[src/verilog/boost_cfg_pkg.sv]
// shared constants and types for the boost configuration register bank
package boost_cfg_pkg;
  localparam int ADDR_W = 8;
  localparam int DATA_W = 8;
  localparam int REG_COUNT = 4;
  localparam int unsigned FADE_TICK_NS = 10;

  localparam logic [7:0] CONVERTER_CONTROL_ADDR = 8'h00;
  localparam logic [7:0] BOOST_LIMIT_FREQUENCY_ADDR = 8'h01;
  localparam logic [7:0] BRIGHTNESS_RAMP_RATE_ADDR = 8'h02;
  localparam logic [7:0] DIMMING_CONFIGURATION_ADDR = 8'h03;

  localparam logic [7:0] CONVERTER_CONTROL_RST = 8'hC2;
  localparam logic [7:0] BOOST_LIMIT_FREQUENCY_RST = 8'h4B;
  localparam logic [7:0] BRIGHTNESS_RAMP_RATE_RST = 8'h02;
  localparam logic [7:0] DIMMING_CONFIGURATION_RST = 8'h12;

  // field positions
  localparam int GAIN_LSB = 5;
  localparam int MODE_BIT = 4;
  localparam int OVP_LSB = 0;
  localparam int ILIM_LSB = 5;
  localparam int FSW_LSB = 0;
  localparam int FADE_LSB = 4;
  localparam int LOG_BIT = 6;
  localparam int MIX_BIT = 5;
  localparam int MAXI_LSB = 0;

  // writable masks; reserved bits keep what was loaded
  localparam logic [7:0] LIMIT_FREQ_WMASK = 8'h6F;
  localparam logic [7:0] RAMP_WMASK = 8'hF0;
  localparam logic [7:0] DIMCFG_WMASK = 8'h7F;

  // over-voltage threshold in millivolts, 0 for undocumented codes
  localparam int unsigned OVP_STEP_MV = 1875;
  localparam int unsigned OVP_TOP_MV = 43750;
  localparam int unsigned OVP_LOW_MV = 19375;

  typedef enum logic [1:0] {
    ILIM_2A0 = 2'h0,
    ILIM_1A0 = 2'h1,
    ILIM_2A5 = 2'h2,
    ILIM_3A0 = 2'h3
  } current_limit_e;

  typedef enum logic {
    SWITCH_DCM = 1'b0,
    SWITCH_FORCED_CCM = 1'b1
  } switch_mode_e;

  typedef struct packed {
    logic [2:0] loop_gain_select;
    switch_mode_e switch_mode;
    logic [3:0] overvoltage_threshold;
    current_limit_e switch_current_limit;
    logic [3:0] switching_frequency_select;
    logic [3:0] ramp_code;
    logic log_mapping;
    logic dimming_method_select;
    logic [4:0] max_current_code;
  } converter_cfg_s;

  typedef struct packed {
    logic [15:0] overvoltage_mv;
    logic [11:0] frequency_khz;
    logic [11:0] current_limit_ma;
    logic [3:0] gain_atten_db;
  } converter_decode_s;

  // step periods in ns indexed by ramp code; entry 0 means no fading
  localparam logic [31:0] RAMP_NS [16] = '{
    32'd0, 32'd44700, 32'd1432000, 32'd2148000,
    32'd2860000, 32'd3548000, 32'd4290000, 32'd5012000,
    32'd5700000, 32'd6440000, 32'd7100000, 32'd7800000,
    32'd8590000, 32'd9300000, 32'd10000000, 32'd10700000
  };

  localparam logic [11:0] FSW_KHZ [16] = '{
    12'd1430, 12'd1430, 12'd1430, 12'd953,
    12'd715, 12'd572, 12'd477, 12'd409,
    12'd358, 12'd318, 12'd286, 12'd260,
    12'd238, 12'd220, 12'd205, 12'd191
  };
endpackage : boost_cfg_pkg

[src/verilog/ramp_step_timer.sv]
// fading step timer: one-cycle step pulses at the programmed interval
`timescale 1ns/1ps
module ramp_step_timer #(
  parameter int CLK_NS = 5,
  parameter int CNT_W = 24
) (
  // clock and reset
  input wire logic clk_in,
  input wire logic rst_in,
  // control
  input wire logic [3:0] ramp_code_in,
  // status
  output logic fading_on_out,
  output logic step_out
);
  import boost_cfg_pkg::*;

  logic [CNT_W-1:0] count;
  logic [CNT_W-1:0] period;
  logic [3:0] last_code;

  initial begin
    if (CLK_NS < 1 || CNT_W < 22) begin
      $error("ramp_step_timer: counter too narrow for longest step");
    end
  end

  // cycles per step, rounded down so a step never comes late
  assign period = CNT_W'(RAMP_NS[ramp_code_in] / CLK_NS);
  assign fading_on_out = (ramp_code_in != 4'h0);

  always_ff @(posedge clk_in or posedge rst_in) begin
    if (rst_in) begin
      count <= '0;
      last_code <= 4'h0;
      step_out <= 1'b0;
    end else begin
      last_code <= ramp_code_in;
      step_out <= 1'b0;
      // restart on a new code so the old interval does not linger
      if (!fading_on_out || ramp_code_in != last_code) begin
        count <= '0;
      end else if (count >= period - CNT_W'(1)) begin
        count <= '0;
        step_out <= 1'b1;
      end else begin
        count <= count + CNT_W'(1);
      end
    end
  end
endmodule : ramp_step_timer

[src/verilog/backlight_boost_config_regs.sv]
// configuration register bank of the backlight boost converter
`timescale 1ns/1ps
module backlight_boost_config_regs #(
  parameter int CLK_NS = 5
) (
  // clock and reset
  input wire logic clk_in,
  input wire logic rst_in,
  // nonvolatile defaults, recalled at power-on
  input wire logic [boost_cfg_pkg::DATA_W*4-1:0] nonvolatile_defaults_in,
  input wire logic defaults_valid_in,
  // register port from the serial engine
  input wire logic wr_en_in,
  input wire logic rd_en_in,
  input wire logic [boost_cfg_pkg::ADDR_W-1:0] addr_in,
  input wire logic [boost_cfg_pkg::DATA_W-1:0] wdata_in,
  output logic [boost_cfg_pkg::DATA_W-1:0] rdata_out,
  output logic addr_hit_out,
  // configuration towards the converter
  output boost_cfg_pkg::converter_cfg_s cfg_out,
  output boost_cfg_pkg::converter_decode_s decode_out,
  output logic fading_on_out,
  output logic ramp_step_out
);
  import boost_cfg_pkg::*;

  logic [7:0] regs [REG_COUNT];
  logic loaded;
  logic [3:0] ovp;

  function automatic logic hit(input logic [7:0] a);
    hit = (a < 8'(REG_COUNT));
  endfunction : hit

  function automatic logic [7:0] wmask(input logic [1:0] idx);
    unique case (idx)
      2'd0: wmask = 8'hFF;
      2'd1: wmask = LIMIT_FREQ_WMASK;
      2'd2: wmask = RAMP_WMASK;
      2'd3: wmask = DIMCFG_WMASK;
    endcase
  endfunction : wmask

  // host writes land in writable bits only; reserved bits hold defaults
  always_ff @(posedge clk_in or posedge rst_in) begin
    if (rst_in) begin
      regs[0] <= CONVERTER_CONTROL_RST;
      regs[1] <= BOOST_LIMIT_FREQUENCY_RST;
      regs[2] <= BRIGHTNESS_RAMP_RATE_RST;
      regs[3] <= DIMMING_CONFIGURATION_RST;
      loaded <= 1'b0;
    end else if (!loaded && defaults_valid_in) begin
      // recall happens once after release; the factory values stand until
      for (int i = 0; i < REG_COUNT; i++) begin
        regs[i] <= nonvolatile_defaults_in[i*8 +: 8];
      end
      loaded <= 1'b1;
    end else if (wr_en_in && hit(addr_in)) begin
      regs[addr_in[1:0]] <= (wdata_in & wmask(addr_in[1:0]))
                          | (regs[addr_in[1:0]] & ~wmask(addr_in[1:0]));
    end
  end

  always_ff @(posedge clk_in or posedge rst_in) begin
    if (rst_in) begin
      rdata_out <= 8'h00;
    end else if (rd_en_in) begin
      rdata_out <= hit(addr_in) ? regs[addr_in[1:0]] : 8'h00;
    end
  end

  assign addr_hit_out = hit(addr_in);

  // field extraction
  assign cfg_out.loop_gain_select = regs[0][GAIN_LSB +: 3];
  assign cfg_out.switch_mode = switch_mode_e'(regs[0][MODE_BIT]);
  assign cfg_out.overvoltage_threshold = regs[0][OVP_LSB +: 4];
  assign cfg_out.switch_current_limit =
    current_limit_e'(regs[1][ILIM_LSB +: 2]);
  assign cfg_out.switching_frequency_select = regs[1][FSW_LSB +: 4];
  assign cfg_out.ramp_code = regs[2][FADE_LSB +: 4];
  assign cfg_out.log_mapping = regs[3][LOG_BIT];
  assign cfg_out.dimming_method_select = regs[3][MIX_BIT];
  assign cfg_out.max_current_code = regs[3][MAXI_LSB +: 5];

  assign ovp = regs[0][OVP_LSB +: 4];

  // decoded values, registered so the converter sees clean levels
  always_ff @(posedge clk_in or posedge rst_in) begin
    if (rst_in) begin
      decode_out <= '0;
    end else begin
      // codes below 0010 are undocumented and decode as zero
      if (ovp == 4'hF) begin
        decode_out.overvoltage_mv <= 16'(OVP_LOW_MV);
      end else if (ovp >= 4'h2) begin
        decode_out.overvoltage_mv <=
          16'(OVP_TOP_MV - (32'(ovp) - 32'd2) * OVP_STEP_MV);
      end else begin
        decode_out.overvoltage_mv <= 16'h0000;
      end
      decode_out.frequency_khz <=
        FSW_KHZ[regs[1][FSW_LSB +: 4]];
      unique case (cfg_out.switch_current_limit)
        ILIM_2A0: decode_out.current_limit_ma <= 12'd2000;
        ILIM_1A0: decode_out.current_limit_ma <= 12'd1000;
        ILIM_2A5: decode_out.current_limit_ma <= 12'd2500;
        ILIM_3A0: decode_out.current_limit_ma <= 12'd3000;
      endcase
      // attenuation from the highest gain, two dB per code
      decode_out.gain_atten_db <=
        {cfg_out.loop_gain_select, 1'b0};
    end
  end

  ramp_step_timer #(
    .CLK_NS(CLK_NS),
    .CNT_W(24)
  ) u_ramp (
    .clk_in(clk_in),
    .rst_in(rst_in),
    .ramp_code_in(cfg_out.ramp_code),
    .fading_on_out(fading_on_out),
    .step_out(ramp_step_out)
  );
endmodule : backlight_boost_config_regs

[config.mk]
export PLATFORM = sky130hd
export DESIGN_NAME = backlight_boost_config_regs
export DESIGN_NICKNAME = d
export VERILOG_FILES = /design/src/verilog/boost_cfg_pkg.sv /design/src/verilog/ramp_step_timer.sv /design/src/verilog/backlight_boost_config_regs.sv
export SDC_FILE = /design/constraint.sdc
export NUM_CORES = 1
export LEC_CHECK = 0
export BUFFER_PORTS_ARGS = -buffer_cell sky130_fd_sc_hd__buf_4
export CAP_MARGIN = 20
export CELL_PAD_IN_SITES_DETAIL_PLACEMENT = 0
export CELL_PAD_IN_SITES_GLOBAL_PLACEMENT = 2
export CORE_MARGIN = 4
export CORE_UTILIZATION = 39
export CTS_BUF_LIST = sky130_fd_sc_hd__clkbuf_8 sky130_fd_sc_hd__clkbuf_16
export CTS_CLUSTER_SIZE = 14
export DETAILED_ROUTE_END_ITERATION = 8
export PLACE_DENSITY = 0.9
export SETUP_SLACK_MARGIN = 0.1
export SYNTH_ARGS = -nofsm -noshare
export SYNTH_HDL_FRONTEND = slang
export SYNTH_SLANG_ARGS = --single-unit
[constraint.sdc]
create_clock -name clk_in -period 29.7 [get_ports clk_in]
set_clock_uncertainty 0.2 [all_clocks]
set_input_delay 1.485 -clock clk_in [delete_from_list [all_inputs] [get_ports clk_in]]
set_output_delay 1.485 -clock clk_in [all_outputs]
set_load 0.02 [all_outputs]
Word level (Yosys, flattened, before mapping) --
Memory sizes are Yosys's and may differ from the RTL's. A register that Yosys moved wholly into a read port is not among the register bits. Index checks and enable logic that the tools add are counted.
Cells by class: muxes and demuxes 21, eq/ne operators 8, reduce and logical (&&, ||, !) cells 10, multiply operators 1, $add $sub $neg 4, bitwise gates (word level) 7, div/mod/pow operators 1, magnitude comparators 6
Operators by type and width (number):
- 2-to-1 mux 32 bit | 4
- 2-to-1 mux 24 bit | 2
- 2-to-1 mux 8 bit | 6
- one-hot mux 12 bit (4 select lines) | 1
- bitwise mux 32 bit | 1
- divider 32 x 3 -> 32 bit, second input constant | 1
- 2-to-1 mux 16 bit | 2
- one-hot mux 8 bit (4 select lines) | 1
- adder 24 x 1 -> 24 bit, second input constant | 1
- greater-or-equal comparator 24 bit | 1
- subtractor 24 x 1 -> 24 bit, second input constant | 1
- AND 8 bit | 2
- binary-select mux 8 bit (select 2 bit) | 1
- demux 8 bit (select 2 bit) | 1
- multiplier 5 x 12 -> 16 bit, second input constant | 1
- subtractor 16 bit, first input constant | 1
- inverter 4 -> 5 bit | 2
- equality test 2 bit, second input constant | 4
- < comparator 8 x 3 -> 1 bit, second input constant | 1
- inverter 8 bit | 1
- bitwise OR 8 bit | 1
- greater-or-equal comparator 5 bit, second input constant | 1
- subtractor 4 x 2 -> 5 bit, second input constant | 1
- equality test 2 x 1 -> 1 bit, second input constant | 2
- 13 further kinds | 18
Storage, ports and cells: memory bits (read-only) 704, memories kept 2, input port bits 53, logic and storage cells 72, output and inout port bits 80, register bits after elaboration 101
Memory list:
- (name not given) | depth 16, bits a word 32, rd ports 1, clocked after Yosys merged registers in 0, wr ports 0, RTL line ramp_step_timer.sv:29 | assign period = CNT_W'(RAMP_NS[ramp_code_in] / CLK_NS);
- (name not given) | depth 16, bits a word 12, rd ports 1, clocked after Yosys merged registers in 1, wr ports 0, RTL line backlight_boost_config_regs.sv:103 | FSW_KHZ[regs[1][FSW_LSB +: 4]];

Logic depth before layout (Yosys ltp) --
Gate-level depths: netlist of run 1.
word-level depth 10, gate-level depth with buffers 87

By module --
A second synthesis of run 1 with hierarchy kept.
Unflattened totals: cells, all modules 1474, area total of the unflattened synthesis 11850.1 µm²
By module, submodules not included:
- ramp_step_timer | seq. area each 725.7 µm², cells each 975, times used 1, area an instance 6845.3 µm²
- backlight_boost_config_regs | seq. area each 1989.4 µm², cells each 499, times used 1, area an instance 5004.8 µm²

Worst setup path before layout of run 1 --
OpenSTA, ideal clock, no wires.
path type register to register, from register regs, in the netlist cfg_out[8], to register u_ramp.count[10], path slack 14.654 ns, data arrival time 14.773 ns, stages on the path, launching flop included 84, clock period less this slack 15.046 ns, cell sequence dfrtp_1 buf_2 inv_1 ha_1 buf_2 clkbuf_1 nor2_1 a31oi_1 o221ai_1 o21a_1 or3_1 a21o_1 o211ai_2 nor4_1 o41a_1 or2_1 buf_6 a211o_1 [48 not listed] nand2b_1 a21o_1 a21o_1 a21o_1 a21o_1 a21o_1 a21o_1 a21o_1 a21o_1 a21o_1 a21o_1 a21o_1 a21o_1 a21o_1 a21oi_1 nand2_1 clkbuf_1 nor2_1
Between the ends: word-level cells in the longest chain between the ends 9
Ends and longest elaborated chain:
- start, declared | RTL line backlight_boost_config_regs.sv:27 | logic [7:0] regs [REG_COUNT];
- start signal, assigned by index | RTL line backlight_boost_config_regs.sv:55 | regs[i] <= nonvolatile_defaults_in[i*8 +: 8];
- start signal, assigned by index | RTL line backlight_boost_config_regs.sv:59 | regs[addr_in[1:0]] <= (wdata_in & wmask(addr_in[1:0]))
- inverter 4 -> 5 bit (implied by the code) | RTL line ramp_step_timer.sv:29
- memory read (16 x 32 bit)
- 2-to-1 mux 32 bit (implied by the code) (2 in a row) | RTL line ramp_step_timer.sv:29
- divider 32 x 3 -> 32 bit | RTL line ramp_step_timer.sv:29
- subtractor 24 x 1 -> 24 bit | RTL line ramp_step_timer.sv:43 | end else if (count >= period - CNT_W'(1)) begin
- greater-or-equal comparator 24 bit | RTL line ramp_step_timer.sv:43
- 2-to-1 mux 24 bit | RTL line ramp_step_timer.sv:43
- 2-to-1 mux 24 bit (*) | RTL line ramp_step_timer.sv:41 | if (!fading_on_out || ramp_code_in != last_code) begin
- end signal, assigned | RTL line ramp_step_timer.sv:47 | count <= count + CNT_W'(1);
- end, declared | RTL line ramp_step_timer.sv:18 | logic [CNT_W-1:0] count;
Mark *: on every way between the ends. The rest lies on a longest branch, timed or not. The select of a mux whose other input is x is not followed. A chain may end at the register's enable or synchronous reset.

Final worst setup path of run 1 --
from register regs, in the netlist cfg_out[8], to register u_ramp.count[2]
The elaborated chain is that of the path after synthesis.

==> summary.md, run 1 <==
| Metric | Value |
|---|---|
| Number of setup buffers added after CTS | 0 |
| Initial antenna violation count | 0 |
| Endpoint type of the worst setup path | register |
| Slew @ Worst Pin | 1089 ps |
| Core ar. | 28,090 sq um |
| Clock slew at reported path FFs | ~80 ps |
| Max clock buf depth | 2 |
| Seq/Total Area, Yosys | 24.21% |
| Final Cycle Share | 59.16% |
| Max-cap violation count | 0 |
| Slew Viols, Final | 0 |
| Number of global-route vias before repair | 9,744 |
| Syn Inst Count | 1,366 |
| PostCTS Resize Cnt | 0 |
| Post-synth EDFFs | 0 |
| Fin Setup TNS | 0 ps |
| Die area | 31,530 sq um |
| Critical Path RT | 29,770 ps |
| Detailed-route DRC error count | 0 |
| CTS Hold Bufs | 0 |
| DP HPWL | between 20 and 25 mm |
| Final hold violations | 0 |
| Synth area leader | dfrtp_1 |
| Synth async-reset ratio | between 90% and 100% |
| Finish-stage setup viols | 0 |
| Die X | 177.6 um |
| Nets | about 1,600 |
| Synth top area share | 21.87% |
| Layout area overhead | 11.65% |
| CP Max Fanout | 23 |
| Row cnt | 61 |
| Area occupied by multi-input gates | 7637 sq um |
| Fmax | ~0.057 GHz |
| Yosys cell types | 102 |
| Largest net degree at the start of global routing | 81 |
| DRT Pass-1 Iters | 6 |
| Num ports | 133 |
| H-tree levels | 3 |
| # fillers | 2,857 |
| GP Congestion | 0.9028 |
| Critical path type | reg -> reg |
| First-pass GRT wire length | 53.30 mm |
| Slowest cell on crit path | ha_1 |
| Starting density of the core | 39.93% |
| Worst-skew pair later-pin latency | 350 ps |
| Total CTS buffers | 9 |
| Global Route Usage Sum | 20.51% |
| Wire length per cell | 18.04 um |
| Top post-synthesis cells by area | dfrtp_1 (22%), ha_1 (11%), nor2_1 (4.0%) |
| Syn_area_per_cell | 8.211 sq um |
| Worst setup SP type | register |
| Status | complete, no violations |
| Port bufs | 128 |
| Hold Crit Class | reg -> reg |
| Synth Cell Area | 11,220 sq um |
| Flop and latch count out of synthesis | 108 |
| Initial drt markers | approximately 900 |
| Total congestion overflow | 0 |
| Post-DRT Antenna Nets | 0 |
| Crit path largest cell delay | approximately 610 ps |
| Root buffer cell | clkbuf_16 |
| Vias | 10,410 |
| Via density | a little under 6 |
| Ant. Diodes | 0 |
| Layout cells sized above 1 | 15.97% |
| CTS tree | yes |
| Register Area | between 2000 and 3000 sq um |
| YS warnings | 0 |
| Clock sinks | 108 |
| WP data arrival | around 18,000 ps |
| RSZ-0062 raised after global routing | no |
| Die Y | 177.6 um |
| Post-layout minimum cycle time | 17,570 ps |
| Worst slew margin | about 26% |
| Synth Flop Type | dfrtp_1 |
| Routed wire length | 32.46 mm |
| CP dominant cell by count | a21o_1 |
## metrics by stage
stage | instances | cell area, sq um | setup slack, ps | util [%] | hold slack, ps
after floorplan | 1369 | 11230 | 14650 | - | 176.1
after global placement | 1781 | 12170 | 12400 | 43.32 | 219.1
after detailed placement | 1781 | 12170 | 12210 | 43.32 | 218.1
after CTS | 1797 | 12470 | 12150 | 44.39 | 231.2
after global routing | 1799 | 12520 | 10570 | 44.58 | 232.8
final | 1799 | 12520 | 12130 | 44.58 | 228.7
## cell type report
class,count,area share [%]
Clock buffer,9,1.799
Clock inverter,7,0.5995
Inverter,77,2.368
Multi-Input combinational cell,1079,60.99
Sequential cell,108,21.69
Tap cell,378,3.777
Timing Repair Buffer,141,8.773
## metal layers
metal | wire length [um] | global-route usage [%]
met3 | 1565 | 2.620
met1 | 15270 | 29.99
met5 | 0 | 0
met2 | 15170 | 32.96
met4 | 448 | 3.577
## cell usage after synthesis, types with 7 or more instances
cell type	n
a21boi_0	7
nand4_1	11
nor2_1	119
or3_1	9
o211ai_1	14
a211oi_1	14
o21ai_0	87
a21oi_1	77
buf_1	8
o21a_1	13
nand2b_1	19
o22ai_1	17
nor2b_1	16
ha_1	98
a31oi_1	16
dfstp_2	10
nand2_1	115
buf_4	33
buf_2	20
clkbuf_1	38
nor4_1	9
dfrtp_1	98
nand3_1	47
nor3_1	30
mux2_2	9
o31ai_1	10
xor2_1	27
o21ai_1	13
a21o_1	36
o221ai_1	11
mux2i_1	34
xnor2_1	38
and3_1	16
inv_1	76
mux4_2	12
and2_1	13
## state kept, by name (all words and copies together), names as in the netlist
register	count
u_ramp.count	24
u_ramp.last_code	4
cfg_out	25
loaded	1
rdata_out	8
regs	7
u_ramp.step_out	1
decode_out	38
## logic make-up after synthesis
| logic type | share of synthesized area, % |
|---|---|
| muxes | 6.470 |
| xor gates and xnor gates | 5.076 |
| and+or+nand+nor | 19.11 |
| adders and majority gates | 12.01 |
| DFF | 24.21 |
| other | 0.06696 |
| AOI/OAI and AO/OA | 25.19 |
| buffers and inverters | 7.865 |
## path summary, 6_finish.rpt
kind	from	depth (start not counted)	end	slack, ps
setup / recovery	cfg_out[8]	74	u_ramp.count[2]	12130
hold / removal	cfg_out[24]	0	decode_out[3]	230
setup reg to reg	cfg_out[8]	74	u_ramp.count[2]	12130
hold reg to reg	cfg_out[24]	0	decode_out[3]	230
max in group asynchronous	rst_in	4	regs[9]	27250
min in group asynchronous	rst_in	2	decode_out[12]	920
## critical path, delay by kind of cell (launching register included)
family / cells / cell delay (ps)
buf+inv: 4 / 480
flops: 1 / 370
compound gates: 43 / 7850
mux: 1 / 340
simple gates: 19 / 5770
xor+xnor: 1 / 160
fa+ha+maj: 6 / 2270
## placed cells by master, fill, tap and decap left out, drive strengths merged, types with 9 or more instances in the layout
| cell type | netlist | routed |
|---|---|---|
| a31oi | 16 | 16 |
| ha | 98 | 98 |
| a21o | 37 | 37 |
| a211oi | 19 | 19 |
| nand2b | 19 | 19 |
| nand3 | 48 | 48 |
| mux2i | 35 | 35 |
| dfrtp | 98 | 98 |
| xor2 | 27 | 27 |
| dfstp | 10 | 10 |
| clkbuf | 38 | 9 |
| inv | 76 | 80 |
| buf | 67 | 141 |
| xnor2 | 38 | 38 |
| mux2 | 9 | 9 |
| nand4 | 11 | 11 |
| o31ai | 11 | 11 |
| nor3 | 30 | 30 |
| nor2 | 122 | 122 |
| and2 | 14 | 14 |
| nor2b | 16 | 16 |
| o22ai | 17 | 17 |
| o211ai | 15 | 15 |
| nand2 | 117 | 117 |
| or2 | 9 | 9 |
| o21a | 13 | 13 |
| a21oi | 78 | 78 |
| or3 | 9 | 9 |
| o21ai | 103 | 103 |
| and3 | 16 | 16 |
| nor4 | 10 | 10 |
| mux4 | 12 | 12 |
| o221ai | 11 | 11 |
Power of run 1 is not shown: default switching activity piles up to over one toggle a cycle in this logic, so the estimate is an artifact.
==> run 2, diff against run 1 <==
--- a/config.mk
+++ b/config.mk
@@ -10,11 +10,11 @@
 export CELL_PAD_IN_SITES_DETAIL_PLACEMENT = 0
 export CELL_PAD_IN_SITES_GLOBAL_PLACEMENT = 2
 export CORE_MARGIN = 4
-export CORE_UTILIZATION = 39
+export CORE_UTILIZATION = 36
 export CTS_BUF_LIST = sky130_fd_sc_hd__clkbuf_8 sky130_fd_sc_hd__clkbuf_16
 export CTS_CLUSTER_SIZE = 14
 export DETAILED_ROUTE_END_ITERATION = 8
-export PLACE_DENSITY = 0.9
+export PLACE_DENSITY = 0.84
 export SETUP_SLACK_MARGIN = 0.1
 export SYNTH_ARGS = -nofsm -noshare
 export SYNTH_HDL_FRONTEND = slang
==> constraint.sdc (replaced) <==
create_clock -name clk_in -period 18.37 [get_ports clk_in]
set_clock_uncertainty 0.2 [all_clocks]
set_input_delay 0.9185 -clock clk_in [delete_from_list [all_inputs] [get_ports clk_in]]
set_output_delay 0.9185 -clock clk_in [all_outputs]
set_load 0.02 [all_outputs]
==> summary.md, run 2 (synthesis gave the netlist of run 1 again) <==
| Metric | Value |
|---|---|
| CTS tree | yes |
| Die area | 34,040 sq um |
| Min Hold Slack | 235.5 ps |
| Detailed-route DRC error count | 0 |
| Post-layout minimum cycle time | between 15,000 and 20,000 ps |
| CP Max Fanout | 23 |
| Final hold violations | 0 |
| Post-Layout Cell Count | ~1,800 |
| Post-DRT Antenna Nets | 0 |
| Die Y | 184.5 um |
| Number of global-route vias before repair | 9,710 |
| Initial antenna violation count | 0 |
| Max clock buf depth | 2 |
| Clock slew at reported path FFs | 80 ps |
| CP dominant cell by count | a21o_1 |
| Final Cycle Share | 92.02% |
| RSZ-0062 raised after global routing | no |
| First-pass GRT wire length | 53.41 mm |
| Crit path largest cell delay | just under 600 ps |
| Ant. Diodes | 0 |
| Die X | 184.5 um |
| Final core occ | 40.98% |
| Finish-stage setup viols | 0 |
| Highest-count cells in the layout ignoring fill and taps | buf_4 (145), nor2_1 (118), nand2_1 (113), dfrtp_1 (96), ha_1 (95) |
| Slew Viols, Final | 0 |
| Fmax | roughly 0.059 GHz |
| Routed wire length | 32.60 mm |
| WP data arrival | 16,980 ps |
| Largest net degree at the start of global routing | 64 |
| CTS Hold Bufs | 0 |
| Biggest register | decode_out |
| DP HPWL | approximately 25 mm |
| Dpl cells | 1,802 |
| H-tree levels | 3 |
| Critical path type | reg -> reg |
| Layout cells sized above 1 | 16.99% |
| Hold Crit Class | reg -> reg |
| Global Route Usage Sum | 18.95% |
| Nets | 1,576 |
| GP Congestion | 0.9097 |
| Vias | 10,190 |
| Max reg flops | 38 |
| Status | complete, no violations |
| Most common cell after layout, fill and taps aside | buf_4 |
| Worst setup SP type | register |
| Slew @ Worst Pin | 1095 ps |
| Clock sinks | approximately 110 |
| Wire length per cell | 17.91 um |
| Total congestion overflow | 0 |
| Num ports | 133 |
| DRT Pass-1 Iters | 5 |
| Starting density of the core | 36.57% |
| Port bufs | 128 |
| Initial drt markers | 894 |
| Layout area overhead | 12.05% |
| Root buffer cell | clkbuf_16 |
| Core ar. | 30,670 sq um |
| Fin Setup TNS | 0 ps |
| Max-cap violation count | 0 |
| Via density | ~5.6 |
| Critical Path RT | 18,450 ps |
| Row cnt | between 60 and 70 |
| Worst slew margin | about a quarter |
| Slowest cell on crit path | o31ai_1 |
| Endpoint type of the worst setup path | register |
| Total CTS buffers | 9 |
| Worst-skew pair later-pin latency | 350 ps |
run 2: cell count changes in the layout (fill, tap and decap cells not counted), sizes merged:
cell	previous run	this run
clkinv	3	2
buf	141	145
bufinv	1	0
clkinvlp	0	1
inv	80	79
clkbuf	9	10
run 2: metrics by stage:
stage / setup slack [ps] / cell area, sq um
6_report: 1466 / 12570
5_1_grt: 85.81 / 12570
4_1_cts: 458.6 / 12500
3_5_place_dp: 493.1 / 12210
3_3_place_gp: 782.1 / 12210
2_1_floorplan: 3324 / 11230
run 2: layout make-up:
type                       instances  area (sq um)
inverter                          77         296.5
tap                              396         495.5
clock inverter                     5         45.04
multi-input combinational       1079          7685
sequential                       108          2718
fill                            3155         18100
timing repair buffer             145          1089
clock buffer                      10         239.0
run 2: routing by layer:
layer | vias up | track usage [%] | wire length (um)
li1 | 5043 | - | -
met1 | 4882 | 27.79 | 15710
met2 | 246 | 31.18 | 15360
met3 | 23 | 1.717 | 1171
met4 | 0 | 2.692 | 358
met5 | - | 0 | 0
run 2: final timing paths:
path / startpoint / end / slack (ps) / cells after the start
max in group asynchronous: rst_in / cfg_out[10] / 16240 / 3
hold / removal: cfg_out[24] / decode_out[3] / 240 / 0
hold reg to reg: cfg_out[24] / decode_out[3] / 240 / 0
setup reg to reg: cfg_out[7] / u_ramp.count[18] / 1470 / 74
setup / recovery: cfg_out[7] / u_ramp.count[18] / 1470 / 74
min in group asynchronous: rst_in / decode_out[33] / 440 / 2
run 2: repair_timing:
item                       in CTS  in global routing
setup endpoints to repair       0                 25
gates resized for setup         0                 13
buffers inserted                0                  3
run 2: critical path: cells and delay by family, from the launching register on:
family                   cells  cell delay [ps]
buffers and inverters        4              540
flip-flops                   1              540
multiplexers                 1              210
AND/OR/NAND/NOR             16             3760
adder cells (fa/ha/maj)      6             1840
XOR/XNOR                     1              140
AO/OA/AOI/OAI               46             9560
Power of run 2 is left out for the same reason.
